$ cat src/common/udb_map.vh
// timing constants and counts for the ultra dma burst handshake block
`ifndef UDB_MAP_VH
`define UDB_MAP_VH

// ------------------------------------------------------------
// clock
// ------------------------------------------------------------
`define UDB_CLK_NS 20
// least times round up to whole cycles, never below one
`define UDB_UP(ns) ((((ns) + `UDB_CLK_NS - 1) / `UDB_CLK_NS) < 1 ? 1 : \
  (((ns) + `UDB_CLK_NS - 1) / `UDB_CLK_NS))

// ------------------------------------------------------------
// mode-dependent least times in ns, modes 0 to 4, then tDVH, one value for all modes
// ------------------------------------------------------------
`define UDB_TCYC_NS_M0 120
`define UDB_TCYC_NS_M1 80
`define UDB_TCYC_NS_M2 60
`define UDB_TCYC_NS_M3 40
`define UDB_TCYC_NS_M4 40
`define UDB_TDVS_NS_M0 80
`define UDB_TDVS_NS_M1 60
`define UDB_TDVS_NS_M2 40
`define UDB_TDVS_NS_M3 20
`define UDB_TDVS_NS_M4 20
`define UDB_TDVH_NS 20

// ------------------------------------------------------------
// mode-independent least times in ns
// ------------------------------------------------------------
`define UDB_TZIORDY_NS 20
`define UDB_TZAD_NS 20
`define UDB_TACK_NS 20

// ------------------------------------------------------------
// counts in clock cycles
// ------------------------------------------------------------
`define UDB_TCYC_M0 `UDB_UP(`UDB_TCYC_NS_M0)
`define UDB_TCYC_M1 `UDB_UP(`UDB_TCYC_NS_M1)
`define UDB_TCYC_M2 `UDB_UP(`UDB_TCYC_NS_M2)
`define UDB_TCYC_M3 `UDB_UP(`UDB_TCYC_NS_M3)
`define UDB_TCYC_M4 `UDB_UP(`UDB_TCYC_NS_M4)
`define UDB_TDVS_M0 `UDB_UP(`UDB_TDVS_NS_M0)
`define UDB_TDVS_M1 `UDB_UP(`UDB_TDVS_NS_M1)
`define UDB_TDVS_M2 `UDB_UP(`UDB_TDVS_NS_M2)
`define UDB_TDVS_M3 `UDB_UP(`UDB_TDVS_NS_M3)
`define UDB_TDVS_M4 `UDB_UP(`UDB_TDVS_NS_M4)
`define UDB_TDVH `UDB_UP(`UDB_TDVH_NS)
`define UDB_TZIORDY `UDB_UP(`UDB_TZIORDY_NS)
`define UDB_TZAD `UDB_UP(`UDB_TZAD_NS)
`define UDB_TACK `UDB_UP(`UDB_TACK_NS)

// ------------------------------------------------------------
// crc
// ------------------------------------------------------------
`define UDB_CRC_SEED 16'h4aba
`define UDB_CRC_POLY 16'h1021

`endif

$ cat src/logic/udb_crc16.v
// 16-bit crc accumulator, one word per enable
`timescale 1ns/1ps
`include "udb_map.vh"

module udb_crc16 #(
  parameter [15:0] SEED = `UDB_CRC_SEED,
  parameter [15:0] POLY = `UDB_CRC_POLY
) (
  input wire clk,
  input wire rst_n,
  input wire init,
  input wire en,
  input wire [15:0] data,
  output reg [15:0] crc_q
);

  reg [15:0] crc_d;
  integer i;

  // data enters msb first, one bit per step
  always @* begin
    crc_d = crc_q;
    for (i = 15; i >= 0; i = i - 1) begin
      if (crc_d[15] ^ data[i]) begin
        crc_d = {crc_d[14:0], 1'b0} ^ POLY;
      end else begin
        crc_d = {crc_d[14:0], 1'b0};
      end
    end
  end

  always @(posedge clk or negedge rst_n) begin
    if (!rst_n) begin
      crc_q <= 16'h0000;
    end else if (init) begin
      crc_q <= SEED;
    end else if (en) begin
      crc_q <= crc_d;
    end
  end

endmodule

$ cat src/logic/udb_burst.v
// device end of ultra dma data-in and data-out bursts
//
// What this block does
// - stop strobing once host ready negates
// - drop request within tLI of stop, keep low
// - raise low strobe after stop, carries no data
// - release data bus when request drops
// - latch host crc on acknowledge negation
// - compare crc per burst, report first error
// - release strobe line after acknowledge negation
// - device starts data-out burst with request
// - drive ready negated tZIORDY after acknowledge
// - assert ready after stop drops, hold it
// - seed crc every burst before data moves
`timescale 1ns/1ps
`include "udb_map.vh"

module udb_burst #(
  parameter CW = 8
) (
  input wire CLK_SYS,
  input wire RESET_N,
  input wire [2:0] MODE,
  input wire IN_REQ,
  input wire OUT_REQ,
  input wire CMD_DONE,
  input wire [15:0] TX_DATA,
  input wire TX_VALID,
  output reg TX_READY,
  output reg [15:0] RX_DATA,
  output reg RX_VALID,
  output reg BURST_DONE,
  output reg CRC_ERR,
  output reg [7:0] CRC_ERR_BURST,
  input wire DMACK_N,
  input wire STOP,
  input wire HOST_STB,
  input wire [15:0] D_IN,
  output reg [15:0] D_OUT,
  output reg D_OE_N,
  output reg DMARQ,
  output reg DEV_STB_OUT,
  output reg DEV_STB_OE_N
);

  // ------------------------------------------------------------
  // states
  // ------------------------------------------------------------
  localparam [2:0] S_IDLE = 3'd0;
  localparam [2:0] S_IN_REQ = 3'd1;
  localparam [2:0] S_IN_RUN = 3'd2;
  localparam [2:0] S_IN_END = 3'd3;
  localparam [2:0] S_OUT_REQ = 3'd4;
  localparam [2:0] S_OUT_RUN = 3'd5;
  localparam [2:0] S_OUT_END = 3'd6;
  localparam [2:0] S_GAP = 3'd7;

  localparam [31:0] C_DVH = `UDB_TDVH;
  localparam [31:0] C_ZIORDY = `UDB_TZIORDY;
  localparam [31:0] C_ZAD = `UDB_TZAD;
  localparam [31:0] C_ACK = `UDB_TACK;
  localparam [CW-1:0] C_MAX = {CW{1'b1}};

  // ------------------------------------------------------------
  // pin synchronisers
  // ------------------------------------------------------------
  reg [2:0] ack_s_q;
  reg [1:0] stop_s_q;
  reg [2:0] hstb_s_q;
  reg [15:0] d_s1_q;
  reg [15:0] d_s2_q;

  always @(posedge CLK_SYS or negedge RESET_N) begin
    if (!RESET_N) begin
      ack_s_q <= 3'h7;
      stop_s_q <= 2'h0;
      hstb_s_q <= 3'h7;
      d_s1_q <= 16'h0000;
      d_s2_q <= 16'h0000;
    end else begin
      ack_s_q <= {ack_s_q[1:0], DMACK_N};
      stop_s_q <= {stop_s_q[0], STOP};
      hstb_s_q <= {hstb_s_q[1:0], HOST_STB};
      d_s1_q <= D_IN;
      d_s2_q <= d_s1_q;
    end
  end

  wire dmack = ~ack_s_q[1];
  wire ack_rise = ack_s_q[1] & ~ack_s_q[2];
  wire stop = stop_s_q[1];
  // the host strobe pin carries ready (active low) during data-in
  wire hrdy = ~hstb_s_q[1];
  wire hstb_edge = hstb_s_q[1] ^ hstb_s_q[2];

  // ------------------------------------------------------------
  // mode-dependent timing
  // ------------------------------------------------------------
  reg [31:0] c_cyc;
  reg [31:0] c_dvs;

  always @* begin
    case (MODE)
      3'd0: begin
        c_cyc = `UDB_TCYC_M0;
        c_dvs = `UDB_TDVS_M0;
      end
      3'd1: begin
        c_cyc = `UDB_TCYC_M1;
        c_dvs = `UDB_TDVS_M1;
      end
      3'd2: begin
        c_cyc = `UDB_TCYC_M2;
        c_dvs = `UDB_TDVS_M2;
      end
      3'd3: begin
        c_cyc = `UDB_TCYC_M3;
        c_dvs = `UDB_TDVS_M3;
      end
      default: begin
        c_cyc = `UDB_TCYC_M4;
        c_dvs = `UDB_TDVS_M4;
      end
    endcase
  end

  // ------------------------------------------------------------
  // crc
  // ------------------------------------------------------------
  reg crc_init_q;
  reg crc_en_q;
  reg [15:0] crc_word_q;
  wire [15:0] crc_val;

  udb_crc16 u_crc (
    .clk(CLK_SYS),
    .rst_n(RESET_N),
    .init(crc_init_q),
    .en(crc_en_q),
    .data(crc_word_q),
    .crc_q(crc_val)
  );

  // ------------------------------------------------------------
  // burst state machine
  // ------------------------------------------------------------
  reg [2:0] st_q;
  reg [CW-1:0] ecnt_q;
  reg [CW-1:0] lcnt_q;
  reg have_q;
  reg err_seen_q;
  reg [7:0] err_burst_q;
  reg [7:0] burst_cnt_q;
  reg chk_q;
  reg [15:0] crc_rx_q;

  wire [CW-1:0] ecnt_inc = (ecnt_q == C_MAX) ? ecnt_q : ecnt_q + 1'b1;
  wire [CW-1:0] lcnt_inc = (lcnt_q == C_MAX) ? lcnt_q : lcnt_q + 1'b1;
  wire miss = chk_q && (crc_rx_q != crc_val);

  always @(posedge CLK_SYS or negedge RESET_N) begin
    if (!RESET_N) begin
      st_q <= S_IDLE;
      ecnt_q <= {CW{1'b0}};
      lcnt_q <= {CW{1'b0}};
      have_q <= 1'b0;
      DMARQ <= 1'b0;
      D_OUT <= 16'h0000;
      D_OE_N <= 1'b1;
      DEV_STB_OUT <= 1'b1;
      DEV_STB_OE_N <= 1'b1;
      TX_READY <= 1'b0;
      RX_DATA <= 16'h0000;
      RX_VALID <= 1'b0;
      BURST_DONE <= 1'b0;
      crc_init_q <= 1'b0;
      crc_en_q <= 1'b0;
      crc_word_q <= 16'h0000;
      chk_q <= 1'b0;
      crc_rx_q <= 16'h0000;
    end else begin
      TX_READY <= 1'b0;
      RX_VALID <= 1'b0;
      BURST_DONE <= 1'b0;
      crc_init_q <= 1'b0;
      crc_en_q <= 1'b0;
      chk_q <= 1'b0;
      ecnt_q <= ecnt_inc;
      lcnt_q <= lcnt_inc;
      case (st_q)
        S_IDLE: begin
          ecnt_q <= {CW{1'b0}};
          if (!dmack && (IN_REQ || OUT_REQ)) begin
            crc_init_q <= 1'b1;
            DMARQ <= 1'b1;
            st_q <= IN_REQ ? S_IN_REQ : S_OUT_REQ;
          end
        end
        S_IN_REQ: begin
          if (!dmack) begin
            ecnt_q <= {CW{1'b0}};
          end else if (DEV_STB_OE_N && ecnt_q >= C_ZIORDY[CW-1:0]) begin
            DEV_STB_OE_N <= 1'b0;
            DEV_STB_OUT <= 1'b1;
          end
          if (DEV_STB_OE_N || stop || !hrdy) begin
            lcnt_q <= {CW{1'b0}};
          end else if (lcnt_q >= C_ZAD[CW-1:0] && TX_VALID) begin
            // first word goes out, strobe may fall after tDVS
            D_OUT <= TX_DATA;
            D_OE_N <= 1'b0;
            have_q <= 1'b1;
            lcnt_q <= {CW{1'b0}};
            ecnt_q <= c_cyc[CW-1:0];
            st_q <= S_IN_RUN;
          end
        end
        S_IN_RUN: begin
          if (stop) begin
            DMARQ <= 1'b0;
            D_OE_N <= 1'b1;
            DEV_STB_OUT <= 1'b1;
            have_q <= 1'b0;
            st_q <= S_IN_END;
          end else if (have_q && hrdy && lcnt_q >= c_dvs[CW-1:0] &&
                       ecnt_q >= c_cyc[CW-1:0]) begin
            // the word counts as taken only once it is strobed
            DEV_STB_OUT <= ~DEV_STB_OUT;
            TX_READY <= 1'b1;
            crc_en_q <= 1'b1;
            crc_word_q <= D_OUT;
            have_q <= 1'b0;
            ecnt_q <= {CW{1'b0}};
          end else if (!have_q && hrdy && TX_VALID &&
                       ecnt_q >= C_DVH[CW-1:0]) begin
            D_OUT <= TX_DATA;
            have_q <= 1'b1;
            lcnt_q <= {CW{1'b0}};
          end
        end
        S_IN_END: begin
          if (ack_rise) begin
            crc_rx_q <= d_s2_q;
            chk_q <= 1'b1;
            DEV_STB_OE_N <= 1'b1;
            ecnt_q <= {CW{1'b0}};
            st_q <= S_GAP;
          end
        end
        S_OUT_REQ: begin
          if (!dmack) begin
            ecnt_q <= {CW{1'b0}};
          end else if (DEV_STB_OE_N) begin
            if (ecnt_q >= C_ZIORDY[CW-1:0]) begin
              DEV_STB_OE_N <= 1'b0;
              DEV_STB_OUT <= 1'b1;
            end
          end else if (!stop) begin
            DEV_STB_OUT <= 1'b0;
            st_q <= S_OUT_RUN;
          end
        end
        S_OUT_RUN: begin
          if (stop) begin
            DMARQ <= 1'b0;
            DEV_STB_OUT <= 1'b1;
            st_q <= S_OUT_END;
          end else if (hstb_edge) begin
            // data sampled alongside the strobe, held by tDVH
            RX_DATA <= d_s2_q;
            RX_VALID <= 1'b1;
            crc_en_q <= 1'b1;
            crc_word_q <= d_s2_q;
          end
        end
        S_OUT_END: begin
          // the strobe rise forced by termination is ignored here
          if (ack_rise) begin
            crc_rx_q <= d_s2_q;
            chk_q <= 1'b1;
            DEV_STB_OE_N <= 1'b1;
            ecnt_q <= {CW{1'b0}};
            st_q <= S_GAP;
          end
        end
        S_GAP: begin
          if (ecnt_q == {CW{1'b0}}) begin
            BURST_DONE <= 1'b1;
          end
          if (ecnt_q >= C_ACK[CW-1:0]) begin
            st_q <= S_IDLE;
          end
        end
        default: begin
          st_q <= S_IDLE;
        end
      endcase
    end
  end

  // ------------------------------------------------------------
  // crc error tracking per command
  // ------------------------------------------------------------
  always @(posedge CLK_SYS or negedge RESET_N) begin
    if (!RESET_N) begin
      err_seen_q <= 1'b0;
      err_burst_q <= 8'h00;
      burst_cnt_q <= 8'h00;
      CRC_ERR <= 1'b0;
      CRC_ERR_BURST <= 8'h00;
    end else if (CMD_DONE) begin
      // a miscompare landing in the same cycle still counts
      CRC_ERR <= err_seen_q | miss;
      CRC_ERR_BURST <= err_seen_q ? err_burst_q : burst_cnt_q;
      err_seen_q <= 1'b0;
      err_burst_q <= 8'h00;
      burst_cnt_q <= 8'h00;
    end else if (chk_q) begin
      burst_cnt_q <= burst_cnt_q + 8'h01;
      if (miss && !err_seen_q) begin
        err_seen_q <= 1'b1;
        err_burst_q <= burst_cnt_q;
      end
    end
  end

endmodule

$ cat config.mk
export PLATFORM = sky130hd
export DESIGN_NAME = udb_burst
export DESIGN_NICKNAME = d
export VERILOG_FILES = /design/src/logic/udb_crc16.v /design/src/logic/udb_burst.v
export VERILOG_INCLUDE_DIRS = /design/src /design/src/common
export SDC_FILE = /design/constraint.sdc
export NUM_CORES = 1
export LEC_CHECK = 0
export ABC_CLOCK_PERIOD_IN_PS = 4400
export BUFFER_PORTS_ARGS = -buffer_cell sky130_fd_sc_hd__buf_2
export CORE_ASPECT_RATIO = 1.5
export CORE_MARGIN = 2
export CORE_UTILIZATION = 48
export CTS_CLUSTER_SIZE = 28
export DETAILED_ROUTE_END_ITERATION = 6
export PLACE_DENSITY = 0.67
export SYNTH_ARGS = -nofsm -noshare
export SYNTH_HDL_FRONTEND = slang
export SYNTH_HIERARCHICAL = 1
export SYNTH_SLANG_ARGS = --single-unit
$ cat constraint.sdc
create_clock -name CLK_SYS -period 4.4 [get_ports CLK_SYS]
set_input_delay 0.22 -clock CLK_SYS [delete_from_list [all_inputs] [get_ports CLK_SYS]]
set_output_delay 0.22 -clock CLK_SYS [all_outputs]
set_load 0.03 [all_outputs]
==> impl_metrics.json <==
{
  "run_status": "completed",
  "globalRoute.totalOverflow": 0,
  "yosys.area.top_type": "dfrtp_1",
  "rows": 58,
  "worstSetupEndpointType": "flop",
  "cts-htree-levels": 4,
  "clock_path_buffers": 2,
  "critical_path.max_fanout": 24,
  "detailroute.via_count": 5414,
  "post_synth_main_area_contributors": "dfrtp_1 50%, mux2_2 9.8%, xnor2_1 4.7%",
  "detailedPlacementHpwl_mm": 12.1,
  "post-synth-top-count-cell": "dfrtp_1",
  "hp-class": "input port to flop",
  "cp_data_arrival_time_ns": 3.30,
  "synth-edff-count": 0,
  "finalClockSkew_ns": 0.00966,
  "synth_top_area_share_pct": 50.3,
  "synth-seq-area-share_pct": 53.2,
  "placeableCoreArea_um2": 16800,
  "crit_path_start": "st_q[0]",
  "average_instance_area_after_synthesis_um2": 12.4,
  "power.static_leakage_nw": 4.35,
  "die_width_um": 111,
  "post_cts_clock_slew_at_the_launch_and_capture_registers_of_the_worst_setup_and_hold_paths_ns": 0.07,
  "setup_total_negative_slack_ns": 0,
  "detail_route.vias_per_cell": 5.40,
  "cp-start-kind": "flop",
  "antennaDiodeCount": 0,
  "synth_commonest_cells": "167 x dfrtp_1, 72 x mux2_2, 57 x nor2_1",
  "avgRoutedWirePerCell_um": 17.2,
  "synthesis.yosys.warnings": 6,
  "die_ht_um": 165,
  "final_hold_viol_count": 0,
  "timing_max_transition_violations_final": 0,
  "cts.repair.resized": 0,
  "maxCapViolCount": 0,
  "fill_cells": 1438,
  "cts.root.buffer_cell": "clkbuf_16",
  "clock-sinks": 176,
  "criticalPathCategory": "flop to flop",
  "hold_slack_ns": 0.0248,
  "ys_async_sr_fraction_pct": 100,
  "r2r-start": "st_q[0]",
  "post_synth_instance_area_um2": 8300,
  "synth_flop_cell": "dfrtp_1",
  "setup_bufs_post_cts": 0,
  "cts_made_buffers": 17,
  "timing.final.crit_share_pct": 68.2,
  "vdd_ir_drop_max_uv": 428,
  "tritoncts": "done",
  "die_area_um2": 18400,
  "globalRouteTotalUtil_pct": 19.8,
  "initial_core_util_pct": 49.3,
  "vias_in_the_first_global_route": 5728,
  "port-buffer-count": 91,
  "drive_gt1_share_pct": 30.0,
  "io_pins": 92,
  "min_from": "TX_DATA[5]",
  "setup_viol": 0,
  "ys_seq_elements": 176,
  "fmaxAchievable_mhz": 333,
  "final_antenna_net_count": 0,
  "layout.cells.non_filler": 1003,
  "max-slew-margin-rel_pct": 26.6,
  "grt_first_pass_wirelength_mm": 28.7,
  "detailedRoute.firstPassIterationCount": 4,
  "timing_worst_slew_pin_value_ns": 1.09,
  "synth_nets": 729,
  "detail_route.wirelength_mm": 17.2,
  "fin_nets": 837,
  "grt_start_max_net_pins": 107,
  "remaining_drc_errors": 0,
  "period_minus_slack_ns": 3.00,
  "post-place-cells": 951,
  "critical_path_required_ns": 4.70,
  "clk-insertion-delay-late_ns": 0.42,
  "globalplace.congestion": 0.867,
  "unrepaired_setup_endpoints_after_global_routing": "false",
  "antenna_found_initial": 0,
  "netlist-cell-type-count": 72,
  "layout-area-overhead-vs-synth_pct": 17.1,
  "synth_cells": 672,
  "drt_iter0_markers": 186,
  "p_per_area_nw_per_um2": 780
}
cell usage in the layout, fill, tap and decap left out, drive strengths merged, types with 3 or more instances in the layout:
cell type	n
dfrtp	167
buf	94
mux2	83
nor2	57
xnor2	53
nand2	28
nand2b	27
a21oi	27
clkbuf	22
mux2i	20
dlygate4sd3	20
inv	16
o21ai	14
ha	13
xor2	13
nor3	11
nand4	10
dfstp	9
and3	9
a211oi	8
or3	7
nor2b	6
o211ai	5
nand3	4
nor3b	4
a31oi	4
a221oi	4
xor3	4
or2	4
xnor3	4
nor4	3
clkinvlp	3
clkinv	3
registers in the layout, summed over array words and instances (netlist names), 2 cells and up:
register,cells
burst_cnt_q,8
u_crc/crc_q,16
hstb_s_q,3
crc_rx_q,16
d_s2_q,16
lcnt_q,8
crc_word_q,16
CRC_ERR_BURST,8
st_q,3
RX_DATA,16
stop_s_q,2
ack_s_q,3
d_s1_q,16
err_burst_q,8
D_OUT,16
ecnt_q,8
worst max-delay path, stage by stage (launching register included):
cell     delay (ns)
dfrtp_1        0.76
nor3b_1        0.64
and2_4         0.30
o22a_1         0.74
mux2_2         0.42
logic make-up (layout without fill, tap and decap cells):
group                    Yosys count  after routing  synth area share (%)
AND/OR/NAND/NOR                  179            179                  11.1
flip-flops                       176            176                  53.2
multiplexers                     103            103                  14.1
AO/OA/AOI/OAI                     88             88                  7.38
XOR/XNOR                          74             74                  10.0
buffers and inverters             39            160                  2.18
adder cells (fa/ha/maj)           13             13                  1.96
where the power goes:
group | internal [mW] | switching (mW)
logic | 1.77 | 1.77
clock network | 0.888 | 0.619
registers | 2.06 | 0.471
total | 4.72 | 2.86
through the flow:
stage | util (%) | total power [mW] | worst slack [ns] | cell area (um2)
3_3_place_gp | 53.0 | 6.00 | 1.52 | 8920
2_1_floorplan | - | 5.32 | 2.10 | 8300
4_1_cts | 57.8 | 7.65 | 1.40 | 9720
3_5_place_dp | 53.0 | 6.09 | 1.41 | 8920
6_report | 57.8 | 7.58 | 1.40 | 9720
5_1_grt | 57.8 | 8.03 | 1.18 | 9720
layer usage:
layer  wire length [um]  track usage [%]
met2               9480             36.8
met3                531             3.91
met1               6880             22.5
met5                  0                0
met4                335             7.86
final timing paths:
| kind | end | slack (ns) | cells past startpoint |
|---|---|---|---|
| min | D_OUT[5] | 0.02 | 2 |
| max | D_OUT[2] | 1.40 | 4 |
| max in group asynchronous | d_s1_q[1] | 2.85 | 3 |
| max reg2reg | D_OUT[2] | 1.40 | 4 |
| min in group asynchronous | D_OUT[11] | 0.50 | 2 |
| min reg2reg | d_s2_q[5] | 0.35 | 0 |
final cells by class:
type / instances / area [um2] / area share [%]
clock buffer: 22 / 474 / 4.88
clock inverter: 10 / 126 / 1.30
inverter: 14 / 52.6 / 0.540
multi-input combinational: 457 / 3710 / 38.1
sequential: 176 / 4420 / 45.4
tap: 210 / 263 / 2.70
timing repair buffer: 114 / 684 / 7.04
repair_timing:
| item | CTS | global route |
|---|---|---|
| hold buffers | 20 | 0 |
| endpoints found under the hold margin | 118 | 0 |
| endpoints found under the setup margin | 0 | 0 |
No activity file was read; power rests on OpenSTA's default activity.
